File: src/rpsel_pkg.sv
// Package for the remappable output pin select block.
// Assumes a 16-bit register port and peripheral outputs on the same clock.
package rpsel_pkg;
  // ****************************************************
  // Register map
  // ****************************************************
  localparam int RPSEL_AW = 4;
  localparam logic [3:0] RPSEL_ADDR_MAP8 = 4'h8;
  localparam logic [3:0] RPSEL_ADDR_MAP9 = 4'h9;
  localparam logic [15:0] RPSEL_READ_ZERO = 16'h0000;
  // Field positions
  localparam int RPSEL_MAP8_LSB = 8;
  localparam int RPSEL_MAP9_LSB = 0;
  localparam int RPSEL_SEL_W = 6;
  localparam logic [5:0] RPSEL_SEL_RESET = 6'h00;
  // ****************************************************
  // Peripheral output codes
  // ****************************************************
  localparam logic [5:0] RPSEL_CODE_PORT = 6'h00;
  localparam logic [5:0] RPSEL_CODE_UART_ONE_TX = 6'h01;
  localparam logic [5:0] RPSEL_CODE_UART_TWO_TX = 6'h03;
  localparam logic [5:0] RPSEL_CODE_SPI_DATA = 6'h08;
  localparam logic [5:0] RPSEL_CODE_SPI_CLK = 6'h09;
  localparam logic [5:0] RPSEL_CODE_SPI_SEL = 6'h0a;
  localparam logic [5:0] RPSEL_CODE_CAN_TX = 6'h0e;
  localparam logic [5:0] RPSEL_CODE_OCMP_ONE = 6'h10;
  localparam logic [5:0] RPSEL_CODE_OCMP_TWO = 6'h11;
  localparam logic [5:0] RPSEL_CODE_OCMP_THREE = 6'h12;
  localparam logic [5:0] RPSEL_CODE_OCMP_FOUR = 6'h13;
  localparam logic [5:0] RPSEL_CODE_CMPR_ONE = 6'h18;
  localparam logic [5:0] RPSEL_CODE_CMPR_TWO = 6'h19;
  localparam logic [5:0] RPSEL_CODE_CMPR_THREE = 6'h1a;
  localparam logic [5:0] RPSEL_CODE_PWM_SYNC = 6'h2d;
  localparam logic [5:0] RPSEL_CODE_QEI_MATCH = 6'h2f;
  localparam logic [5:0] RPSEL_CODE_REF_CLK = 6'h31;
  localparam logic [5:0] RPSEL_CODE_CMPR_FOUR = 6'h32;
  localparam int RPSEL_NSRC = 17;
  // Code of each source, indexed by its bit in the periph_out vector
  localparam logic [RPSEL_NSRC-1:0][5:0] RPSEL_SRC_CODE = {
    RPSEL_CODE_CMPR_FOUR, RPSEL_CODE_REF_CLK, RPSEL_CODE_QEI_MATCH, RPSEL_CODE_PWM_SYNC,
    RPSEL_CODE_CMPR_THREE, RPSEL_CODE_CMPR_TWO, RPSEL_CODE_CMPR_ONE, RPSEL_CODE_OCMP_FOUR,
    RPSEL_CODE_OCMP_THREE, RPSEL_CODE_OCMP_TWO, RPSEL_CODE_OCMP_ONE, RPSEL_CODE_CAN_TX,
    RPSEL_CODE_SPI_SEL, RPSEL_CODE_SPI_CLK, RPSEL_CODE_SPI_DATA, RPSEL_CODE_UART_TWO_TX,
    RPSEL_CODE_UART_ONE_TX};
endpackage

File: src/rpsel_top.sv
// Remappable output pin select for remap_pin_118 and remap_pin_120.
// Assumes a simple register port on clk; read data one cycle after the strobe.
// Contract
// RULE1 - Map register 8 holds pin 118 selector in bits 13..8, read/write, resets zero.
// RULE2 - Map register 9 holds pin 120 selector in bits 5..0, read/write, resets zero.
// RULE3 - Map register 8 bits 15..14 and 7..0 always read zero.
// RULE4 - Map register 9 bits 15..6 always read zero.
// RULE5 - Selector value names the peripheral output routed to the pin.
// RULE6 - Code zero keeps default port; one is first UART, 0x10 first compare.
// RULE7 - Remapped output beats other digital functions but never analog ones.
// RULE8 - No lockout between registers; any mix of selections accepted.
// RULE9 - Unimplemented bit writes ignored; unknown codes keep default port function.
//
// Chosen here: the plain strobed port and the register addresses.
`timescale 1ns/100ps
module rpsel_top
  import rpsel_pkg::*;
(
  // Clock and reset
  input wire logic clk,
  input wire logic rst,
  // Register port
  input wire logic [RPSEL_AW-1:0] reg_addr,
  input wire logic [15:0] reg_wdata,
  input wire logic reg_wr,
  input wire logic reg_rd,
  output logic [15:0] reg_rdata,
  // Peripheral outputs and default port drive
  input wire logic [RPSEL_NSRC-1:0] periph_out,
  input wire logic port_out_118,
  input wire logic port_out_120,
  input wire logic analog_en_118,
  input wire logic analog_en_120,
  // Pins
  output logic remap_pin_118,
  output logic remap_pin_120,
  output logic remapped_118,
  output logic remapped_120
);
  typedef struct packed {
    logic [5:0] pin118_output_select;
    logic [5:0] pin120_output_select;
    logic [15:0] rdata;
  } rpsel_state_t;
  rpsel_state_t st;
  rpsel_state_t next_st;

  // ****************************************************
  // Register file
  // ****************************************************
  always_comb begin
    next_st = st;
    next_st.rdata = RPSEL_READ_ZERO;
    // Each register written alone; no cross-checks between them
    if (reg_wr) begin // [RULE8]
      if (reg_addr == RPSEL_ADDR_MAP8) begin
        next_st.pin118_output_select =
          reg_wdata[RPSEL_MAP8_LSB +: RPSEL_SEL_W]; // [RULE1] [RULE9]
      end
      if (reg_addr == RPSEL_ADDR_MAP9) begin
        next_st.pin120_output_select =
          reg_wdata[RPSEL_MAP9_LSB +: RPSEL_SEL_W]; // [RULE2] [RULE9]
      end
    end
    // Unmapped addresses read zero
    if (reg_rd) begin
      if (reg_addr == RPSEL_ADDR_MAP8) begin
        next_st.rdata[RPSEL_MAP8_LSB +: RPSEL_SEL_W] = st.pin118_output_select; // [RULE3]
      end
      if (reg_addr == RPSEL_ADDR_MAP9) begin
        next_st.rdata[RPSEL_MAP9_LSB +: RPSEL_SEL_W] = st.pin120_output_select; // [RULE4]
      end
    end
  end

  always_ff @(posedge clk) begin
    if (rst) begin
      st.pin118_output_select <= RPSEL_SEL_RESET; // [RULE1]
      st.pin120_output_select <= RPSEL_SEL_RESET; // [RULE2]
      st.rdata <= RPSEL_READ_ZERO;
    end else begin
      st <= next_st;
    end
  end

  assign reg_rdata = st.rdata;

  // ****************************************************
  // Pin multiplexers
  // ****************************************************
  // Registered mux adds one cycle of latency to every pin
  rpsel_pin_mux u_mux_118 (
    .clk(clk),
    .rst(rst),
    .sel(st.pin118_output_select),
    .periph_out(periph_out),
    .port_out(port_out_118),
    .analog_en(analog_en_118),
    .pin_out(remap_pin_118),
    .pin_remapped(remapped_118)
  );

  rpsel_pin_mux u_mux_120 (
    .clk(clk),
    .rst(rst),
    .sel(st.pin120_output_select),
    .periph_out(periph_out),
    .port_out(port_out_120),
    .analog_en(analog_en_120),
    .pin_out(remap_pin_120),
    .pin_remapped(remapped_120)
  );
endmodule

File: src/rpsel_pin_mux.sv
// One pin's output multiplexer, registered.
// Assumes peripheral and port signals are synchronous to clk.
`timescale 1ns/100ps
module rpsel_pin_mux
  import rpsel_pkg::*;
(
  // Clock and reset
  input wire logic clk,
  input wire logic rst,
  // Selection
  input wire logic [5:0] sel,
  input wire logic [RPSEL_NSRC-1:0] periph_out,
  input wire logic port_out,
  input wire logic analog_en,
  // Pin
  output logic pin_out,
  output logic pin_remapped
);
  typedef struct packed {
    logic pin_out;
    logic pin_remapped;
  } rpsel_mux_state_t;
  rpsel_mux_state_t st;
  rpsel_mux_state_t next_st;
  logic hit;
  logic val;

  // ****************************************************
  // Code decode
  // ****************************************************
  always_comb begin
    // Code 0 and unlisted codes match nothing and fall back to the port
    hit = 1'b0; // [RULE9]
    val = 1'b0;
    // Codes are distinct, so at most one source matches
    for (int i = 0; i < RPSEL_NSRC; i++) begin
      if (sel == RPSEL_SRC_CODE[i]) begin // [RULE5] [RULE6]
        hit = 1'b1;
        val = periph_out[i];
      end
    end
  end

  always_comb begin
    next_st = st;
    // Analog use of the pin always outranks remapping
    next_st.pin_remapped = hit && !analog_en; // [RULE7]
    next_st.pin_out = next_st.pin_remapped ? val : port_out; // [RULE7]
  end

  always_ff @(posedge clk) begin
    if (rst) begin
      st <= '0;
    end else begin
      st <= next_st;
    end
  end

  assign pin_out = st.pin_out;
  assign pin_remapped = st.pin_remapped;
endmodule

File: config.mk
export PLATFORM = sky130hd
export DESIGN_NAME = rpsel_top
export DESIGN_NICKNAME = d
export VERILOG_FILES = /design/src/rpsel_pkg.sv /design/src/rpsel_top.sv /design/src/rpsel_pin_mux.sv
export SDC_FILE = /design/constraint.sdc
export NUM_CORES = 1
export LEC_CHECK = 0
export BUFFER_PORTS_ARGS = -buffer_cell sky130_fd_sc_hd__buf_2
export CAP_MARGIN = 30
export CORE_MARGIN = 2
export CORE_UTILIZATION = 52
export CTS_BUF_LIST = sky130_fd_sc_hd__clkbuf_2
export CTS_CLUSTER_DIAMETER = 100
export DETAILED_ROUTE_END_ITERATION = 10
export HOLD_SLACK_MARGIN = 0.15
export PLACE_DENSITY = 0.82
export SLEW_MARGIN = 20
export SYNTH_ARGS = -nofsm -noshare
export SYNTH_HDL_FRONTEND = slang
export SYNTH_HIERARCHICAL = 1
export SYNTH_SLANG_ARGS = --single-unit
File: constraint.sdc
create_clock -name clk -period 2.23 [get_ports clk]
set_input_delay 0.223 -clock clk [delete_from_list [all_inputs] [get_ports clk]]
set_output_delay 0.223 -clock clk [all_outputs]
set_load 0.01 [all_outputs]
==> run summary, run 1 <==
The fraction of registers with async set or reset after synthesis works out to 0. Between clock sinks in the finished design, the worst skew comes to 19.4 ps. Routed signal wires occupy layers up through met4. The worst hold path begins at reg_addr[1].

For this design the ratio of total power to cell area is 409 nW/um^2. The count of vias placed by the detailed router came out at 1813. Ranked by total cell area, the synthesized netlist is headed by dfxtp_1, nand2b_1, buf_4.

A synthesized cell averages 8.28 um^2. The kind of cell with the highest combined delay on the critical path is flip-flops. The slowest stage cell on the critical path was dfxtp_1. The total number of nets in the final design is 334, and the clock-pin slew reported for the worst setup and hold paths after clock tree synthesis is 260 ps.

The count of nets left with antenna violations once routing finished came out at 0. TritonCTS built the clock tree. Setup repair after global routing left no endpoint under its margin.

In this run the critical register-to-register path is launched from st[19]$_SDFFE_PP0P_. The first detailed-routing pass ran for 5 iterations. For the pin with the worst max-slew slack, the measured transition is 549 ps. The source-to-sink clock delay at the later pin of the worst-skew pair is 370 ps, and the area share of the leading cell type in the synthesized netlist is 0.289. The post-synthesis sequential area ratio was 0.289. The via count of the first global-routing pass is 1664. Among all cell types in the netlist, the one instantiated most often is dfxtp_1. The class of the worst hold path is in -> reg. Post-place setup slack: 353 ps. The run gives 30 as the largest net degree at the start of global routing. On the final layout, the worst hold slack is 210 ps. The kind of critical path is reg -> reg. Dividing the detail-routed wire length by the instance count gives 13.3 um. Setup violations remaining at the end of the flow were counted as 0. After filler insertion, the fill cell instance count of the layout stands at 323. Wire length on met2: 2360 um. The most critical setup path has its startpoint at st[19]$_SDFFE_PP0P_. Buffer type at the clock tree root: clkbuf_2.

The die boundary width was 65.0 um; the number of design rule violations left after detail routing was 0. Dividing the detail-routed via count by the number of cells gives 5.40. The capturing element type of the critical path was a flip-flop. The tools report the count of pins over their slew limit as 0. Across the VDD grid, the largest voltage drop is 0.418 mV. The synthesis-to-finish area growth is 20.6%, and the placeable core region is 3630 um^2. Summing all placed instances gives a cell area of 2130 um^2. The global-route wire length before repair is 7590 um.

The number of gates given a new drive strength after cts is 0. The maximum number of buffers from clock root to sink was 2; the cell count after synthesis was 234. The CTS buffer count is 3, and the data required time at the worst endpoint is 2550 ps.

The number of hold violations in the final report was 0. Walking the worst path, the cells encountered are buf_4, or2b_1, nor4b_1, a21oi_1, o31ai_1, a221oi_2, a211oi_1. The post-synthesis instance area is 1940 um^2.

The total overflow reported by the global router is 0. 65 I/O pins were placed. In this run the post-CTS setup repair buffer count came out at 0.

The buffer and inverter count on the worst path is 1, and the power after layout is 0.000955 W. In this run the number of cells on the critical path is 7. The run gives 0.517 GHz as the highest clock rate.

For the finished layout, the period the worst path requires is 1940 ps. The routed design has 4480 um of wire. Library cell with the largest summed area after synthesis: dfxtp_1. The synthesized design contains 0 enable-type register cells. The proportion of layout cells with a drive suffix above 1 works out to 0.247. Data on the critical path arrives at its endpoint at 2260 ps.

The run gives 0.634 as the worst slew margin relative to its limit. The final critical-path share of the clock period is 0.868. The worst hold path passes through 3 cells.

Detailed placement finished with a half-perimeter wire length of 3140 um. The run finished with clean final reports. For the wire length on met1, the log shows 1780 um. For the effective utilization at floorplan, the log shows 0.533.

The most instantiated flip-flop cell in the synthesis netlist is dfxtp_1. The aggregate global-route resource usage was 0.225; the initial detailed-routing violation count was 142. STA classifies the critical path startpoint as a flip-flop. The analysis attributes to cell leakage a power of 0.953 nW.

The worst register-to-register path has a depth of 7. Summing all multi-input logic gate instances after layout gives 1170 um^2. The number of levels in the clock H-tree was 1; the die outline height was 65.0 um.

The initialized floorplan defines 22 standard-cell rows. Sorting the synthesized cells by how often they occur yields dfxtp_1, nand2b_1, buf_4. The count of unique library cells instantiated by Yosys was 42; the count of yosys warnings during synthesis was 6. During placement, the flow inserted port buffers numbering 56. Clock tree synthesis found a total of 28 sinks. The final estimated routing congestion in global placement is 0.871. Along the worst path, the maximum fanout reaches 13. Once layout is done, the placed cells without fillers occupy 2340 um^2. The flop and latch count out of synthesis was 28. Registers take 561 um^2.

The stage delay of the slowest cell on the critical path works out to 620 ps. Adding up every negative setup slack in the final design gives 0 ps. The floorplan step defined a die boundary enclosing 4230 um^2. The met3 wirelength from detailed routing is 292 um, and the least setup slack across all paths after layout is 294 ps. The number of antenna diodes in the final layout is 0. Max-cap violations in this run came to 0. The initial antenna violation count is 0.
-- worst paths after layout --
check / to / slack, ps
hold reg to reg: st[24]$_SDFFE_PP0P_ / 650
setup / recovery: u_mux_120/pin_out$_SDFF_PP0_ / 290
hold / removal: st[26]$_SDFFE_PP0P_ / 210
setup reg to reg: u_mux_120/pin_out$_SDFF_PP0_ / 290
-- worst register-to-register path: stages (launching register included) --
cell,delay (ps)
dfxtp_1,620
buf_4,210
or2b_1,240
nor4b_1,300
a21oi_1,80
o31ai_1,100
a221oi_2,120
a211oi_1,200
-- state kept, by name, indices dropped and copies added (netlist names) --
signal / flops
u_mux_118/pin_remapped: 1
u_mux_120/pin_out: 1
st: 12
u_mux_118/pin_out: 1
u_mux_120/pin_remapped: 1
reg_rdata: 12
-- final cells by class --
type / count / area share
multi-input combinational: 173 / 0.501
timing repair buffer: 77 / 0.205
tap: 48 / 0.0257
inverter: 6 / 0.00964
clock buffer: 3 / 0.00643
clock inverter: 1 / 0.0129
sequential: 28 / 0.240
-- routing by layer --
metal / vias to the layer above / GRT usage
li1: 911 / -
met1: 814 / 0.281
met2: 81 / 0.410
met3: 7 / 0.0382
met4: 0 / 0.0391
met5: - / 0
-- report_power, final --
part | switching (W) | internal [W]
Clock | 0.000150 | 0.000154
Combinational | 0.0000597 | 0.0000748
Sequential | 0.00000881 | 0.000508
-- timing repair --
item	CTS	global route
setup endpoints to repair	0	0
endpoints found under the hold margin	16	0
hold buffers	16	0
-- kinds of logic after synthesis --
kind of cell,synth area share
compound gates,0.164
buf+inv,0.112
flops,0.289
mux,0.0723
other cells,0.00194
simple gates,0.360
-- per-stage QoR --
stage                     utilization  instances
after floorplan                     -        237
after global placement          0.586        316
after detailed placement        0.586        316
after CTS                       0.643        336
after global routing            0.643        336
final                           0.643        336
-- placed cells by master (no fill, tap or decap), drive strengths merged, types with 3 or more instances in the layout --
cell type / count
a21oi: 8
a31oi: 8
and2: 12
buf: 61
clkbuf: 3
conb: 4
dfxtp: 28
dlygate4sd3: 16
inv: 6
mux2i: 14
nand2: 8
nand2b: 27
nand3b: 3
nand4b: 4
nor2: 14
nor2b: 10
nor3: 8
nor3b: 4
o21ai: 10
o31ai: 4
Note: power is estimated with default switching activity, not from simulation.
==> run 2: changes to the inputs <==
- CORE_MARGIN: 2 -> unset
- PLACE_DENSITY: 0.82 -> 0.83
- SYNTH_HIERARCHICAL: 1 -> unset
==> run 2 against run 1 <==
Register-to-register slack worse by 90 ps. Clock power fell by 43%. Cell count shrank 7.7%. Power shrank 15%. Sequential power about the same. Non-clock buffer count down 3. Critical path depth decreased by 1. Highest routed layer unchanged.
==> run summary, run 2 <==
The run finished with clean final reports. The via count of the first global-routing pass was 1415 (was 1664). The tools report the count of yosys warnings during synthesis as 0 (was 6).

The startpoint of the worst-slack reg-to-reg timing path is st[25]$_SDFFE_PP0P_ (was st[19]$_SDFFE_PP0P_). Total iterations of the first detailed-routing run: 4 (was 5). The power share of the combinational group is 0.148 (was 0.141), and the antenna diode instance count is 0 (unchanged). Pin slew with the least headroom to its limit: 537 ps (was 549 ps).

Capturing element type of the critical path: a flip-flop (unchanged). The total number of nets in the final design is 311 (was 334). Most frequent cells after synthesis: nor2_1, dfxtp_1, buf_4 (was dfxtp_1, nand2b_1, buf_4). Post-synthesis instance area: 1840 um^2 (was 1940 um^2). The worst setup path startpoint is st[25]$_SDFFE_PP0P_ (was st[19]$_SDFFE_PP0P_). The number of design rule violations left after detail routing was 0 (unchanged); the total number of clock tree sinks was 28 (unchanged). The most instantiated flip-flop cell in the synthesis netlist is dfxtp_1 (unchanged). Maximum ir drop on the vdd rail: 0.170 mV (was 0.418 mV). The maximum number of buffers from clock root to sink is 2 (unchanged).

Setup repair after global routing left no endpoint under its margin. The worst slew margin relative to its limit came out at 0.641 (was 0.634). The tools report the worst hold path startpoint as port_out_120 (was reg_addr[1]). Synth area leaders: dfxtp_1, mux2i_1, buf_4 (was dfxtp_1, nand2b_1, buf_4).

For the total overflow reported by the global router, the log shows 0 (unchanged). The run gives 72 (was 142) as the initial detailed-routing violation count. The logs give 0.918 (was 0.871) for the final estimated routing congestion in global placement and 0.840 ps (was 19.4 ps) for the setup skew after layout. The run gives 0.548 (was 0.533) as the effective utilization at floorplan.

Most common cell in the netlist: nor2_1 (was dfxtp_1). The tools report the setup violation total in the final timing report as 0 (unchanged). For the buffer count from post-CTS setup fixing, the log shows 0 (unchanged).

The wire length per cell after detailed routing is 12.9 um (was 13.3 um). The setup slack of the most critical reg-to-reg path was 210 ps (was 290 ps). The class of the worst hold path is in -> reg (unchanged). For the aggregate global-route resource usage, the log shows 0.214 (was 0.225). Commonest cells after routing, fill and taps aside: buf_2, nor2_1, dfxtp_1 (was buf_2, dfxtp_1, nand2b_1).

The run gives 1 (unchanged) as the number of levels in the clock H-tree. The worst reg2reg path endpoint is u_mux_118.pin_out$_SDFF_PP0_ (was u_mux_120/pin_out$_SDFF_PP0_). The run gives 3360 um^2 (was 3630 um^2) as the placeable core region. The flop and latch count out of synthesis works out to 28 (unchanged). The number of gates given a new drive strength after cts came out at 0 (unchanged). The final critical-path share of the clock period was 0.907 (was 0.868); the number of hold violations in the final report was 0 (unchanged).

The final-layout setup total negative slack was 0 ps (unchanged); the synthesized area divided by synthesized cell count was 8.62 um^2 (was 8.28 um^2). TritonCTS built the clock tree. The tools report the highest clock rate as 0.494 GHz (was 0.517 GHz).

The count of pins on the block boundary is 65 (unchanged), and the initial antenna violation count is 0 (unchanged). For the count of unique library cells instantiated by Yosys, the log shows 58 (was 42). The areal power density over the cells is 373 nW/um^2 (was 409 nW/um^2).

Max capacitance violation total: 0 (unchanged). The proportion of layout cells with a drive suffix above 1 came out at 0.303 (was 0.247). The number of flops mapped to enable cells by yosys was 0 (unchanged); the sequential cell fraction of total power was 0.638 (was 0.541). Launching element type of the critical path: a flip-flop (unchanged). The run gives 4010 um (was 4480 um) as the overall routed net length. The maximum fanout encountered on the critical timing path is 16 (was 13). The synthesis-to-finish area growth is 17.8% (was 20.6%), and the count of vias placed by the detailed router is 1694 (was 1813). The run gives 561 um^2 (unchanged) as the sequential cell area. The clock period minus worst slack was 2020 ps (was 1940 ps). The count of nets left with antenna violations after detail routing was 0 (unchanged). The logic depth of the worst register-to-register path came out at 6 (was 7). Standby leakage power: 0.940 nW (was 0.953 nW). The CTS buffer count was 3 (unchanged); the switching fraction of total power was 0.245 (was 0.228).

The clock share of power is 0.215 (was 0.318), and the via count normalized by instance count is 5.46 (was 5.40). The clock-pin slew reported for the worst setup and hold paths after clock tree synthesis was 230 ps (was 260 ps); the cell count after synthesis was 214 (was 234). The die boundary width came out at 61.6 um (was 65.0 um).

The library cell with the largest summed area after synthesis is dfxtp_1 (unchanged). The total die area is 3790 um^2 (was 4230 um^2), and the placed wire-length estimate after detailed placement is 2950 um (was 3140 um). The count of filler cells inserted in the layout was 304 (was 323).

The tools report the buffer type at the clock tree root as clkbuf_2 (unchanged). The area share of the leading cell type in the synthesized netlist is 0.304 (was 0.289). The die outline height works out to 61.6 um (was 65.0 um). The run gives 0.304 (was 0.289) as the post-synthesis sequential area ratio. The fraction of registers with async set or reset after synthesis was 0 (unchanged); the source-to-sink clock delay at the later pin of the worst-skew pair was 340 ps (was 370 ps). The count of pins over their slew limit came out at 0 (unchanged). For the reported net switching power, the log shows 0.000199 W (was 0.000218 W). The number of placement rows is 21 (was 22). The most common cell after layout, fill and taps aside is buf_2 (unchanged). The largest net degree at the start of global routing came out at 19 (was 30). The data required time at the worst endpoint came out at 2490 ps (was 2550 ps).

Kind of critical path: reg -> reg (unchanged). Global-route wire length before repair: 6070 um (was 7590 um). The tools report the internal power as 0.000611 W (was 0.000737 W).

The signal arrival time at the worst endpoint is 2280 ps (was 2260 ps). The end point of the critical path is u_mux_118.pin_out$_SDFF_PP0_ (was u_mux_120/pin_out$_SDFF_PP0_). The worst hold margin is 208 ps (was 210 ps), and the footprint of the multi-input gates is 1060 um^2 (was 1170 um^2). Number of port buffers: 56 (unchanged).
==> run 2: cell count changes after synthesis, sizes merged, moves of 4 or more <==
cell / change
o21ai: -5
nor3: -5
nor2: +19
nor2b: -6
a31oi: -6
nand2b: -21
o31ai: -4
==> run 2: final cells by class <==
class | instances | area share
clock buffer | 3 | 0.00691
tap | 46 | 0.0265
timing repair buffer | 74 | 0.209
multi-input combinational | 153 | 0.490
inverter | 6 | 0.0104
sequential | 28 | 0.258
==> run 2: what timing repair did <==
item                       CTS  global route
hold endpoints to repair    15             0
setup endpoints to repair    0             0
hold buffers                15             0
==> run 2: worst max-delay path, cell delays in order (launching register included) <==
cell and delay, ps:
dfxtp_1 710, nand4b_2 250, a21oi_1 170, a32o_1 180, a41oi_1 60, a2111oi_1 440
a211oi_1 130
==> run 2: how the worst min path moves through the flow <==
stage               slack [ps]  cells past startpoint                            to
floorplan                  370                      2           st[16]$_SDFFE_PP0P_
global placement           450                      3           st[19]$_SDFFE_PP0P_
detailed placement         460                      3           st[16]$_SDFFE_PP0P_
CTS                        190                      3  u_mux_120.pin_out$_SDFF_PP0_
global route               210                      3  u_mux_120.pin_out$_SDFF_PP0_
finish                     210                      3  u_mux_120.pin_out$_SDFF_PP0_
==> run 2: cells by family (layout without fill, tap and decap cells) <==
family	count (synthesis)	count (layout)	share of synthesized area
other cells	1	4	0.00203
mux	17	17	0.0997
simple gates	92	92	0.298
flops	28	28	0.304
buf+inv	36	83	0.126
compound gates	40	40	0.170
==> run 2: metal layers <==
| metal | part of all wire | GRT usage |
|---|---|---|
| met4 | 0.017 | 0.0857 |
| met3 | 0.075 | 0.0210 |
| met5 | 0 | 0 |
| met2 | 0.47 | 0.369 |
| met1 | 0.44 | 0.274 |
==> run 2: metrics by stage <==
| step | power (W) | instances | cell area [um^2] | utilization | worst slack (ps) |
|---|---|---|---|---|---|
| 2_1_floorplan | 0.000579 | 217 | 1860 | - | 633 |
| 4_1_cts | 0.000813 | 310 | 2170 | 0.646 | 237 |
| 6_report | 0.000809 | 310 | 2170 | 0.646 | 207 |
| 3_5_place_dp | 0.000623 | 292 | 2010 | 0.597 | 273 |
| 5_1_grt | 0.000841 | 310 | 2170 | 0.646 | 59.0 |
| 3_3_place_gp | 0.000621 | 292 | 2010 | 0.597 | 298 |
==> run 2: power groups by stage <==
stage / clock network, W / registers, W / logic, W
after floorplan: 0 / 0.000521 / 0.0000579
after global placement: 0 / 0.000525 / 0.0000961
after detailed placement: 0 / 0.000525 / 0.0000981
after CTS: 0.000179 / 0.000516 / 0.000118
after global routing: 0.000192 / 0.000518 / 0.000131
final: 0.000174 / 0.000516 / 0.000119
